`config.mk`:
```
export PLATFORM = sky130hd
export DESIGN_NAME = asf_status_flags
export DESIGN_NICKNAME = d
export VERILOG_FILES = /design/src/asf_pkg.sv /design/src/asf_status_flags.sv
export VERILOG_INCLUDE_DIRS = /design/src
export SDC_FILE = /design/constraint.sdc
export NUM_CORES = 1
export LEC_CHECK = 0
export BUFFER_PORTS_ARGS = -buffer_cell sky130_fd_sc_hd__buf_2
export CAP_MARGIN = 30
export CORE_UTILIZATION = 50
export CTS_CLUSTER_SIZE = 8
export DETAILED_ROUTE_END_ITERATION = 6
export PLACE_DENSITY = 0.75
export RECOVER_POWER = 50
export SLEW_MARGIN = 10
export SYNTH_ARGS = -nofsm -noshare
export SYNTH_HDL_FRONTEND = slang
export SYNTH_SLANG_ARGS = --single-unit
```
`constraint.sdc`:
```
create_clock -name i_sys_clk -period 4 [get_ports i_sys_clk]
set_clock_uncertainty 0.2 [all_clocks]
set_input_delay 1 -clock i_sys_clk [delete_from_list [all_inputs] [get_ports i_sys_clk]]
set_output_delay 1 -clock i_sys_clk [all_outputs]
set_load 0.005 [all_outputs]
```
`src/asf_params.svh`:
```
// Offsets, field positions and reset values of the cipher status block.
// Assumes an 8-bit register space with 12-bit byte addresses.
`ifndef ASF_PARAMS_SVH
`define ASF_PARAMS_SVH
`define ASF_ADDR_W 12
`define ASF_OFF_LOAD 12'hFB8
`define ASF_OFF_KEY 12'hFB9
`define ASF_OFF_CTRL 12'hFBA
`define ASF_OFF_STAT 12'hFBB
`define ASF_OFF_IRQ_STAT 12'hFBC
`define ASF_OFF_IRQ_MASK 12'hFBD
`define ASF_STAT_BUSY 7
`define ASF_STAT_ERR 3
`define ASF_STAT_VEC 2
`define ASF_STAT_KEY 1
`define ASF_STAT_BLK 0
`define ASF_STAT_RST 8'h00
`define ASF_CTRL_RST 7'h00
`define ASF_IRQ_ERR 0
`define ASF_IRQ_DONE 1
`define ASF_IRQ_W 2
`define ASF_IRQ_RST 2'h0
`define ASF_BLOCK_BYTES 16
`define ASF_CNT_W 5
`define ASF_IDX_W 4
`endif

```
`src/asf_pkg.sv`:
```
// Types shared by the cipher status block and its datapath.
// Assumes asf_params.svh defines the field widths.
`include "asf_params.svh"
package asf_pkg;
  typedef enum logic [1:0] {
    ASF_IDLE = 2'b01,
    ASF_BUSY = 2'b10
  } asf_state_t;
  // Control register less its reserved bit 6
  typedef struct packed {
    logic autodis;
    logic irq_sel;
    logic [1:0] mode;
    logic iv_en;
    logic decrypt;
    logic accel_on;
  } asf_ctrl_t;
  // One accepted load byte toward the datapath
  typedef struct packed {
    logic key_wr;
    logic vec_wr;
    logic blk_wr;
    logic [`ASF_IDX_W-1:0] idx;
    logic [7:0] byte_v;
  } asf_load_t;
endpackage : asf_pkg

```
`src/asf_status_flags.sv`:
```
// Cipher accelerator status, start/busy handshake and load tracking.
// Assumes a single-cycle register port and a datapath giving done/error pulses.
//
// Local design decision: the address-and-strobe port.
`timescale 1ns/100ps
`include "asf_params.svh"
module asf_status_flags #(
  parameter int BYTES = `ASF_BLOCK_BYTES
) (
  input wire logic i_sys_clk,
  input wire logic i_sys_rst,
  input wire logic [`ASF_ADDR_W-1:0] i_addr,
  input wire logic [7:0] i_wdata,
  input wire logic i_wr,
  input wire logic i_rd,
  input wire logic i_done,
  input wire logic i_proc_err,
  output logic [7:0] o_rdata,
  output logic o_irq,
  output logic o_start,
  output asf_pkg::asf_ctrl_t o_ctrl,
  output asf_pkg::asf_load_t o_load
);
  localparam logic [`ASF_CNT_W-1:0] FULL = `ASF_CNT_W'(BYTES);

  // Next count after an accepted byte; a full load restarts
  function automatic logic [`ASF_CNT_W-1:0] cnt_next(input logic [`ASF_CNT_W-1:0] c);
    cnt_next = (c == FULL) ? `ASF_CNT_W'(1) : c + `ASF_CNT_W'(1);
  endfunction : cnt_next

  asf_pkg::asf_state_t state_q, state_d;
  asf_pkg::asf_ctrl_t ctrl_q, ctrl_d;
  asf_pkg::asf_load_t load_q, load_d;
  logic [`ASF_CNT_W-1:0] key_cnt_q, key_cnt_d;
  logic [`ASF_CNT_W-1:0] vec_cnt_q, vec_cnt_d;
  logic [`ASF_CNT_W-1:0] blk_cnt_q, blk_cnt_d;
  logic err_q, err_d;
  logic start_q, start_d;
  logic [`ASF_IRQ_W-1:0] irq_st_q, irq_st_d;
  logic [`ASF_IRQ_W-1:0] irq_mask_q, irq_mask_d;
  logic irq_q, irq_d;
  logic [7:0] rdata_q, rdata_d;
  logic busy, on, key_ld, vec_ld, blk_ld;
  logic wr_key, wr_load, wr_ctrl, wr_stat, wr_mask, rd_irq;
  logic key_ok, vec_ok, blk_ok, err_set, ev_done;
  logic [7:0] stat;

  assign busy = (state_q == asf_pkg::ASF_BUSY);
  assign on = ctrl_q.accel_on;
  assign key_ld = (key_cnt_q == FULL);
  assign vec_ld = (vec_cnt_q == FULL);
  assign blk_ld = (blk_cnt_q == FULL);
  assign wr_key = i_wr && (i_addr == `ASF_OFF_KEY);
  assign wr_load = i_wr && (i_addr == `ASF_OFF_LOAD);
  assign wr_ctrl = i_wr && (i_addr == `ASF_OFF_CTRL);
  assign wr_stat = i_wr && (i_addr == `ASF_OFF_STAT);
  assign wr_mask = i_wr && (i_addr == `ASF_OFF_IRQ_MASK);
  assign rd_irq = i_rd && (i_addr == `ASF_OFF_IRQ_STAT);

  // Status byte as read
  always_comb begin
    stat = `ASF_STAT_RST;
    stat[`ASF_STAT_BUSY] = busy;
    stat[`ASF_STAT_ERR] = err_q;
    stat[`ASF_STAT_VEC] = vec_ld;
    stat[`ASF_STAT_KEY] = key_ld;
    stat[`ASF_STAT_BLK] = blk_ld;
  end

  // Sequencing, load counters and error flag
  always_comb begin
    state_d = state_q;
    ctrl_d = ctrl_q;
    load_d = '0;
    key_cnt_d = key_cnt_q;
    vec_cnt_d = vec_cnt_q;
    blk_cnt_d = blk_cnt_q;
    err_d = err_q;
    start_d = 1'b0;
    key_ok = wr_key && on && !busy;
    vec_ok = wr_load && on && !busy && ctrl_q.iv_en;
    blk_ok = wr_load && on && !busy && !ctrl_q.iv_en;
    err_set = on && ((busy && (wr_key || wr_load)) || (busy && i_proc_err));
    ev_done = busy && i_done && on;
    if (wr_ctrl) begin
      ctrl_d = {i_wdata[7], i_wdata[5:0]};
    end
    if (key_ok) begin
      key_cnt_d = cnt_next(key_cnt_q);
    end
    if (vec_ok) begin
      vec_cnt_d = cnt_next(vec_cnt_q);
    end
    if (blk_ok) begin
      blk_cnt_d = cnt_next(blk_cnt_q);
    end
    if (key_ok || vec_ok || blk_ok) begin
      load_d.key_wr = key_ok;
      load_d.vec_wr = vec_ok;
      load_d.blk_wr = blk_ok;
      load_d.byte_v = i_wdata;
      if (key_ok) begin
        load_d.idx = key_cnt_d[`ASF_IDX_W-1:0] - `ASF_IDX_W'(1);
      end else if (vec_ok) begin
        load_d.idx = vec_cnt_d[`ASF_IDX_W-1:0] - `ASF_IDX_W'(1);
      end else begin
        load_d.idx = blk_cnt_d[`ASF_IDX_W-1:0] - `ASF_IDX_W'(1);
      end
    end
    case (state_q)
      asf_pkg::ASF_IDLE: begin
        if (wr_stat && i_wdata[`ASF_STAT_BUSY] && on) begin
          state_d = asf_pkg::ASF_BUSY;
          start_d = 1'b1;
          err_d = 1'b0;
        end
      end
      asf_pkg::ASF_BUSY: begin
        if (i_done) begin
          state_d = asf_pkg::ASF_IDLE;
          blk_cnt_d = '0;
        end
      end
      default: begin
        state_d = asf_pkg::ASF_IDLE;
      end
    endcase
    if (err_set) begin
      err_d = 1'b1;
    end
    if (!on) begin
      state_d = asf_pkg::ASF_IDLE;
      key_cnt_d = '0;
      vec_cnt_d = '0;
      blk_cnt_d = '0;
      err_d = 1'b0;
      start_d = 1'b0;
      load_d = '0;
    end
  end

  // Interrupt status, mask and read port
  always_comb begin
    irq_st_d = rd_irq ? `ASF_IRQ_RST : irq_st_q;
    if (err_set) begin
      irq_st_d[`ASF_IRQ_ERR] = 1'b1;
    end
    if (ev_done && ctrl_q.irq_sel) begin
      irq_st_d[`ASF_IRQ_DONE] = 1'b1;
    end
    irq_mask_d = wr_mask ? i_wdata[`ASF_IRQ_W-1:0] : irq_mask_q;
    irq_d = |(irq_st_d & irq_mask_d);
    rdata_d = 8'h00;
    if (i_rd) begin
      case (i_addr)
        `ASF_OFF_CTRL: rdata_d = {ctrl_q.autodis, 1'b0, ctrl_q[5:0]};
        `ASF_OFF_STAT: rdata_d = stat;
        `ASF_OFF_IRQ_STAT: rdata_d = {{(8-`ASF_IRQ_W){1'b0}}, irq_st_q};
        `ASF_OFF_IRQ_MASK: rdata_d = {{(8-`ASF_IRQ_W){1'b0}}, irq_mask_q};
        default: rdata_d = 8'h00;
      endcase
    end
  end

  always_ff @(posedge i_sys_clk) begin
    if (i_sys_rst) begin
      state_q <= asf_pkg::ASF_IDLE;
      ctrl_q <= `ASF_CTRL_RST;
      load_q <= '0;
      key_cnt_q <= '0;
      vec_cnt_q <= '0;
      blk_cnt_q <= '0;
      err_q <= 1'b0;
      start_q <= 1'b0;
      irq_st_q <= `ASF_IRQ_RST;
      irq_mask_q <= `ASF_IRQ_RST;
      irq_q <= 1'b0;
      rdata_q <= 8'h00;
    end else begin
      state_q <= state_d;
      ctrl_q <= ctrl_d;
      load_q <= load_d;
      key_cnt_q <= key_cnt_d;
      vec_cnt_q <= vec_cnt_d;
      blk_cnt_q <= blk_cnt_d;
      err_q <= err_d;
      start_q <= start_d;
      irq_st_q <= irq_st_d;
      irq_mask_q <= irq_mask_d;
      irq_q <= irq_d;
      rdata_q <= rdata_d;
    end
  end

  assign o_rdata = rdata_q;
  assign o_irq = irq_q;
  assign o_start = start_q;
  assign o_ctrl = ctrl_q;
  assign o_load = load_q;
endmodule : asf_status_flags

```
Word level (Yosys, flattened, before mapping) --
Index checks and enable logic that the tools add are counted.
Storage, ports and cells: output and inout bits 32, register bits 54, logic and storage cells 104, input bits 26
Cells by class: bitwise gates (word level) 5, add/subtract/negate cells 6, reductions and logical operators 35, eq/ne operators 13, multiplexer cells 22
Operators with widths (count):
- equality test 12 bit (second input constant) | 6
- one-hot mux 8 bit (4 select lines) | 1
- two-way mux 5 bit | 6
- logical AND 1 bit | 20
- two-way mux 4 bit | 4
- adder 5 x 1 -> 5 bit (second input constant) | 3
- equality test 5 bit (second input constant) | 3
- subtractor 4 x 1 -> 4 bit (second input constant) | 3
- two-way mux 2 bit | 4
- two-way mux 1 bit | 6
- OR reduction 2 bit | 3
- OR reduction 3 bit | 2
- logical OR 1 bit | 4
- != test 2 bit (second input constant) | 2
- inverter 1 bit | 4
- one-hot mux 2 bit (2 select lines) | 1
- AND reduction 2 bit | 2
- nonzero test 2 bit | 2
- AND 2 bit | 1
- equality test 2 x 1 -> 1 bit (second input constant) | 1
- equality test 2 bit (second input constant) | 1
- zero test 1 bit | 2

Longest topological paths before layout --
Gate-level depths: netlist (run 1).
depth after elaboration 9, depth in mapped cells 11, depth with buffers taken out 10

Least setup slack after synthesis (run 1) --
OpenSTA, ideal clock, no wires.
path kind in2reg, start point input port i_addr[6], end point register blk_cnt_q[4], required time 3730 ps, setup slack 966 ps, data arrival time 2764 ps, setup time 70 ps, stages 7, path through nand4b_4 > or3_1 > buf_2 > or3_4 > or3_4 > or3_1 > a21oi_1
Between the ends: longest elaborated chain between the ends 8
Ends and longest elaborated chain:
- start: declaration | RTL line asf_status_flags.sv:12 | input wire logic [`ASF_ADDR_W-1:0] i_addr,
- equality test 12 bit (no source line) *
- logical AND 1 bit * | RTL line asf_status_flags.sv:54 | assign wr_load = i_wr && (i_addr == `ASF_OFF_LOAD);
- logical AND 1 bit * (3 in series) | RTL line asf_status_flags.sv:82 | blk_ok = wr_load && on && !busy && !ctrl_q.iv_en;
- two-way mux 5 bit * | RTL line asf_status_flags.sv:94 | if (blk_ok) begin
- two-way mux 5 bit | RTL line asf_status_flags.sv:119 | if (i_done) begin
- two-way mux 5 bit * | RTL line asf_status_flags.sv:110 | case (state_q)
- end signal: assignment | RTL line asf_status_flags.sv:185 | blk_cnt_q <= blk_cnt_d;
- end: declaration | RTL line asf_status_flags.sv:36 | logic [`ASF_CNT_W-1:0] blk_cnt_q, blk_cnt_d;
Every way passes the cells marked *; elsewhere a longest branch is shown, timed or not. A chain may end at the register's enable or synchronous reset.

Worst setup path after layout (run 1) --
start point input port i_addr[6], end point register load_q (netlist bit o_load[11])
Between the ends: longest elaborated chain between the ends 9
Ends and longest elaborated chain:
- equality test 12 bit (no source line)
- logical AND 1 bit | RTL line asf_status_flags.sv:54
- logical AND 1 bit (2 in series) | RTL line asf_status_flags.sv:81, asf_status_flags.sv:82
- logical AND 1 bit (on tied branches) | RTL line asf_status_flags.sv:82, asf_status_flags.sv:81
- two-way mux 5 bit, or another cell as far along | RTL line asf_status_flags.sv:94
- subtractor 4 x 1 -> 4 bit, or another cell as far along | RTL line asf_status_flags.sv:107 | load_d.idx = blk_cnt_d[`ASF_IDX_W-1:0] - `ASF_IDX_W'(1);
- two-way mux 4 bit / inverter 1 bit (equally long branches)
- two-way mux 4 bit / OR reduction 3 bit (equally long branches)
- end signal: assignment | RTL line asf_status_flags.sv:182 | load_q <= load_d;
- end: declaration | RTL line asf_status_flags.sv:33 | asf_pkg::asf_load_t load_q, load_d;
Parallel ways exist; a longest one is shown, timed or not.

==> summary.md, run 1 <==
Status
• result of the run: finished, final reports clean

Finish
• Inserted Diodes: 0
• final-stage net count: 369
• fillcell total: 471
• leading cell type in the layout, fill and taps excluded: sky130_fd_sc_hd__dfxtp_1
• cell area after layout: 2868 sq um
• share of cells above drive strength 1: 16.02%
• commonest cells after routing, fill and taps aside: sky130_fd_sc_hd__dfxtp_1, sky130_fd_sc_hd__buf_2, sky130_fd_sc_hd__nor2_1
• relative area change from synthesis to final layout: 15.70%
• number of standard cells in the final layout excluding fillers: 404

Place
• Placer Congestion: 0.8506
• DP Cell Count: 396
• placed standard-cell area: 2788 sq um
• port buffer count: 56
• pre-CTS WS: 0.6563 ns
• post-DP HPWL: 4311 microns

Clock tree
• clock sink total: 53
• deepest level of the CTS H-tree: 2
• CTS Buffer Depth: 2
• Post-CTS Resized: 0
• clock tree root driver cell: sky130_fd_sc_hd__clkbuf_8
• number of clock buffers inserted by TritonCTS: 5
• clock latency at the later pin of the worst-skew pair: 0.31 ns
• post-CTS setup buffer count: 0
• clock-pin transition on the worst setup and hold timing paths: 0.10 ns
• quantity of hold-fixing buffers added after cts: 0
• TritonCTS clock tree: built

Yosys
• sequential fraction of the synthesis area: 42.81%
• fraction of synthesis flops using an asynchronous set or reset pin: 0%
• count of distinct cell types in the synthesized netlist: 48
• Synth Warn #: 0
• post-synth design cell area: 2479 sq um
• gate count after technology mapping: 286
• post-synthesis sequential element count: 53
• syn_area_per_cell: 8.667 sq um
• synthesized netlist net count: 319
• most common flop cell mapped by yosys: sky130_fd_sc_hd__dfxtp_1
• number of synthesized flops with an enable pin: 0

Global route
• met2 usage in global routing: 35.31%
• initial antenna violation count: 0
• total track usage: 23.76%
• Overflow after GRT: 0
• gr busiest metal: met2
• GR Layer Usage met1: 34.63%
• via count of the first global-routing pass: 2041
• met3 Track Usage GR: 4.306%
• wire length of the first global-routing pass: 9646 microns
• maximum number of pins on one net before global-route repair: 22

Power and ir drop
• Total Power: 928.0 uW
• cell-internal power: 727.2 uW
• combinational group share of total power: 3.5%
• power density over the cells: 323.6 nW/um^2
• leakage power: 0.001049 uW
• switching power summed over all nets: 200.8 uW
• peak ir drop on the vdd network: 0.0001633 V
• Switching Share: 21.64%
• share of total power in sequential cells: 56.8%
• Clk network pwr share: 39.6%

Routing
• Via Count: 2219
• DRC: 0
• number of nets still failing antenna checks after routing: 0
• mean routed wirelength per cell: 14.25 microns
• drt total wl: 5756 microns
• Initial DRT Pass Iterations: 5
• initial detailed-routing violation count: 173
• per-cell via count in the routed design: 5.493

Floorplanning
• die footprint: 5242 sq um
• I/O pin cnt: 58
• initial standard-cell utilization of the core: 52.13%
• core outline area: 4755 sq um
• Std-Cell Rows: 25
• overall die height: 72.41 microns
• die boundary width: 72.41 microns

STA
• final critical-path required period: 3.096 ns
• Max Clock Freq: 0.3230 GHz
• remaining max-slew budget at the tightest pin: 57.73%
• number of endpoints with negative hold slack in the final report: 0
• pin slew with the least headroom to its limit: 0.6293 ns
• final setup vio count: 0
• final count of pins violating max slew: 0
• Fin Setup TNS: 0 ns
• post-route worst setup slack: 0.9041 ns
• setup repair after global routing missed its margin: no
• fin crit share: 77.40%

Worst setup path
• launching element type of the critical path: input port
• critical-path cell list: buf_2 -> nand4b_1 -> or3_1 -> or4_1 -> o211ai_1 -> o41ai_1 -> and4_1 -> nor3_1
• Setup crit start: i_addr[6]
• endpoint of the worst setup timing path: o_load[11]
• Critical Path Sink Type: flip-flop
• slowest CP cell: sky130_fd_sc_hd__or4_1
• origin of the critical flop-to-flop path: on
• CP arrival: 3.11 ns
• Largest stage delay, worst path: 0.53 ns
• FF-to-FF End: o_load[8]
• Reg2Reg Depth: 5
• critical path data required time: 4.01 ns
• Max Fanout on Critical Path: 7
• critical path class: input port to flip-flop
• register-to-register setup slack: 1.54 ns

Hold path
• instance count along the most critical hold path: 2
• Worst Min Path Start: err_q
• worst hold path type: flip-flop to flip-flop

Flow run
• number of maximum-capacitance constraint violations: 0

## power groups by stage
stage / logic [uW] / registers [uW] / clock network (uW)
2_1_floorplan: 14.3 / 540 / 0
3_5_place_dp: 34.2 / 540 / 0
4_1_cts: 34.5 / 527 / 379
5_1_grt: 36.4 / 527 / 399
3_3_place_gp: 34.1 / 540 / 0
6_report: 32.9 / 527 / 368
## logic make-up (layout without fill, tap and decap cells)
group / count (synthesis) / after routing / synth area share [%]
other: 1 / 1 / 0.1513
XOR/XNOR: 6 / 6 / 2.120
multiplexers: 12 / 12 / 4.897
adder cells (fa/ha/maj): 7 / 7 / 3.533
AO/OA/AOI/OAI: 51 / 51 / 13.43
AND/OR/NAND/NOR: 132 / 132 / 29.03
flip-flops: 53 / 53 / 42.81
buffers and inverters: 24 / 75 / 4.038
## cell type report
type	instances	area, sq um	share of cell area [%]
Multi-Input combinational cell	209	1303	45.42
Clock buffer	5	68.82	2.400
Timing Repair Buffer	57	270.3	9.424
Sequential cell	53	1061	37.00
Inverter	10	37.54	1.309
Clock inverter	3	43.79	1.527
Tap cell	67	83.83	2.923
## synth_stat cells, types with 3 or more instances
cell	n	share of area, %
sky130_fd_sc_hd__nor2b_1	8	2.0
sky130_fd_sc_hd__nor4_1	3	0.76
sky130_fd_sc_hd__clkbuf_1	9	1.4
sky130_fd_sc_hd__nand4_1	3	0.76
sky130_fd_sc_hd__nand2b_1	4	1.0
sky130_fd_sc_hd__nand3_1	17	3.4
sky130_fd_sc_hd__a31oi_1	5	1.3
sky130_fd_sc_hd__a21oi_1	14	2.8
sky130_fd_sc_hd__nand2_1	17	2.6
sky130_fd_sc_hd__inv_1	10	1.5
sky130_fd_sc_hd__o21ai_0	9	1.8
sky130_fd_sc_hd__dfxtp_1	53	43
sky130_fd_sc_hd__nor3_1	8	1.6
sky130_fd_sc_hd__a311oi_1	3	1.1
sky130_fd_sc_hd__mux2i_1	11	4.4
sky130_fd_sc_hd__and2_1	12	3.0
sky130_fd_sc_hd__or3_1	7	1.8
sky130_fd_sc_hd__nor2_1	34	5.1
sky130_fd_sc_hd__a211oi_1	4	1.2
sky130_fd_sc_hd__and3_1	4	1.0
sky130_fd_sc_hd__ha_1	7	3.5
sky130_fd_sc_hd__o211ai_1	4	1.2
sky130_fd_sc_hd__xnor2_1	4	1.4
## metrics by stage
| stage | hold WS (ns) | utilization [%] |
|---|---|---|
| global placement | 0.2496 | 58.63 |
| CTS | 0.2699 | 61.00 |
| global route | 0.2934 | 60.32 |
| detailed placement | 0.2556 | 58.63 |
| floorplan | 0.2360 | - |
| finish | 0.2755 | 60.32 |
## worst max-delay path, delay by kind of cell
| family | cells | cell delay [ns] |
|---|---|---|
| AO/OA/AOI/OAI | 2 | 0.26 |
| AND/OR/NAND/NOR | 5 | 1.75 |
| buffers and inverters | 1 | 0.09 |
## worst min-delay path by stage
stage	slack, ns	end
after global routing	0.29	err_q
after floorplan	0.24	err_q
after CTS	0.27	err_q
after global placement	0.25	err_q
final	0.28	err_q
after detailed placement	0.26	err_q
## routing by layer
| metal | vias to the layer above | wire (microns) |
|---|---|---|
| met5 | - | 0 |
| met1 | 1028 | 2882 |
| met3 | 7 | 291 |
| met4 | 0 | 75 |
| met2 | 66 | 2506 |
| li1 | 1118 | - |
## state kept, by name, indices dropped and copies added, names as in the netlist
name,flops
blk_cnt_q,5
err_q,1
irq_mask_q,2
irq_st_q,2
key_cnt_q,5
o_ctrl,6
o_irq,1
o_load,15
o_rdata,7
o_start,1
on,1
state_q,2
vec_cnt_q,5
(Power assumes the default switching activity.)
==> run 2: changes to the inputs <==
==> constraint.sdc (replaced) <==
create_clock -name i_sys_clk -period 2.93 [get_ports i_sys_clk]
set_clock_uncertainty 0.2 [all_clocks]
set_input_delay 0.7325 -clock i_sys_clk [delete_from_list [all_inputs] [get_ports i_sys_clk]]
set_output_delay 0.7325 -clock i_sys_clk [all_outputs]
set_load 0.005 [all_outputs]
==> summary.md, run 2 (same netlist as run 1, synthesis figures left out) <==
Clock tree
• clock sink total: 53, unchanged
• clock-pin transition on the worst setup and hold timing paths: 0.10 ns, about the same
• post-CTS setup buffer count: 0, unchanged
• number of clock buffers inserted by TritonCTS: 5, unchanged
• clock tree root driver cell: sky130_fd_sc_hd__clkbuf_8
• deepest level of the CTS H-tree: 2, unchanged
• CTS Buffer Depth: 2, unchanged
• TritonCTS clock tree: built
• clock latency at the later pin of the worst-skew pair: 0.32 ns, about the same
• quantity of hold-fixing buffers added after cts: 0, unchanged
• Post-CTS Resized: 0, unchanged

Worst setup path
• critical path data required time: 2.98 ns, -1.03 ns
• launching element type of the critical path: input port
• critical path class: input port to flip-flop
• worst path buffer plus inverter count: 1, unchanged
• register-to-register setup slack: 0.68 ns, -0.86 ns
• CP arrival: 2.64 ns, -0.47 ns
• Worst path top cell family by delay: simple AND/OR/NAND/NOR gates
• Largest stage delay, worst path: 0.44 ns, -0.09 ns
• Max Fanout on Critical Path: 5, -2
• critical-path cell list: buf_2 -> nand4b_4 -> or3_1 -> or3_4 -> or3_4 -> or3_1 -> a21oi_1
• Critical Path Sink Type: flip-flop
• slowest CP cell: sky130_fd_sc_hd__or3_1

Routing
• Initial DRT Pass Iterations: 4, -1
• DRC: 0, unchanged
• number of nets still failing antenna checks after routing: 0, unchanged
• Via Count: 2255, +1.6%
• initial detailed-routing violation count: 165, -4.6%
• per-cell via count in the routed design: 5.434, -1.1%
• drt total wl: 5713 microns, -0.75%
• mean routed wirelength per cell: 13.77 microns, -3.4%

Finish
• leading cell type in the layout, fill and taps excluded: sky130_fd_sc_hd__dfxtp_1
• share of cells above drive strength 1: 19.25%, +3.2 points
• flip-flop count of the largest register, all copies and words added: 15, unchanged
• relative area change from synthesis to final layout: 18.63%
• commonest cells after routing, fill and taps aside: sky130_fd_sc_hd__dfxtp_1, sky130_fd_sc_hd__buf_2, sky130_fd_sc_hd__nor2_1
• end-of-flow core utilization: 61.84%, +1.5 points
• Inserted Diodes: 0, unchanged
• final-stage net count: 380, +3.0%

Hold path
• worst hold path type: flip-flop to flip-flop

Place
• port buffer count: 56, unchanged
• post-DP HPWL: 4337 microns, +0.62%
• Placer Congestion: 0.8215, -3.4%

STA
• setup repair after global routing missed its margin: no
• remaining max-slew budget at the tightest pin: 36.95%, -21 points
• pin slew with the least headroom to its limit: 0.9458 ns, +0.3165 ns
• final count of pins violating max slew: 0, unchanged
• Max Clock Freq: 0.3861 GHz
• number of endpoints with negative hold slack in the final report: 0, unchanged
• fin crit share: 88.41%
• final critical-path required period: 2.590 ns
• final setup vio count: 0, unchanged

Floorplanning
• overall die height: 72.41 microns, unchanged
• Std-Cell Rows: 25, unchanged
• die footprint: 5242 sq um, unchanged
• initial standard-cell utilization of the core: 52.13%, unchanged
• die boundary width: 72.41 microns, unchanged
• core outline area: 4755 sq um, unchanged
• I/O pin cnt: 58, unchanged

Global route
• total track usage: 23.07%, -0.69 points
• Overflow after GRT: 0, unchanged
• via count of the first global-routing pass: 2004, -1.8%
• maximum number of pins on one net before global-route repair: 22, unchanged
• initial antenna violation count: 0, unchanged
• wire length of the first global-routing pass: 9301 microns, -3.6%

Power and ir drop
• power density over the cells: 407.5 nW/um^2, +26%
• leakage power: 0.001108 uW, +5.7%
• peak ir drop on the vdd network: 0.0001880 V, +15%
• Total Power: 1198 uW, +29%

Flow run
• number of maximum-capacitance constraint violations: 0, unchanged

Status
• result of the run: finished, final reports clean

-- run 2: cell types whose count changed in the layout (fill, tap and decap cells not counted), sizes merged --
cell      before  now
buf           43   55
bufinv         1    0
clkbuf        19   18
clkinvlp       0    1
-- run 2: where the power goes --
part / total [uW] / switching (uW) / internal [uW]
logic: 48.5 / 29.6 / 18.9
clock network: 430 / 257 / 173
registers: 720 / 0.0158 / 720
-- run 2: worst reg2reg max path, delay by kind of cell (launching register included) --
| kind | cells | cell delay (ns) |
|---|---|---|
| DFF | 1 | 0.36 |
| and+or+nand+nor | 5 | 1.64 |
-- run 2: metal layers --
| layer | up-vias | GRT usage (%) | share of wire [%] |
|---|---|---|---|
| met5 | - | 0 | 0 |
| met4 | 0 | 8.497 | 2.0 |
| met3 | 12 | 7.222 | 7.2 |
| met2 | 89 | 33.02 | 42 |
| met1 | 1017 | 32.41 | 49 |
| li1 | 1137 | - | - |
-- run 2: layout make-up --
cell class | count | area, sq um
timing repair buffer | 68 | 346.6
sequential | 53 | 1061
fill | 447 | 1814
inverter | 10 | 37.54
tap | 67 | 83.83
clock buffer | 5 | 68.82
multi-input combinational | 209 | 1318
clock inverter | 3 | 25.02
-- run 2: through the flow --
stage / instances / hold slack, ns / worst slack, ns / area [sq um] / TNS [ns]
after floorplan: 286 / 0.2360 / 0.1637 / 2479 / 0
after global placement: 407 / 0.2520 / 0.06639 / 2870 / 0
after detailed placement: 407 / 0.2626 / -0.002957 / 2870 / -0.002957
after CTS: 415 / 0.2756 / 0.3300 / 2964 / 0
after global routing: 415 / 0.3198 / 0.1686 / 2940 / 0
final: 415 / 0.2774 / 0.3397 / 2940 / 0
-- run 2: worst paths after layout --
path	start	to	cells past startpoint
max	i_addr[6]	blk_cnt_q[4]	7
min	err_q	err_q	2
min reg2reg	err_q	err_q	2
max reg2reg	state_q[0]	o_load[2]	5
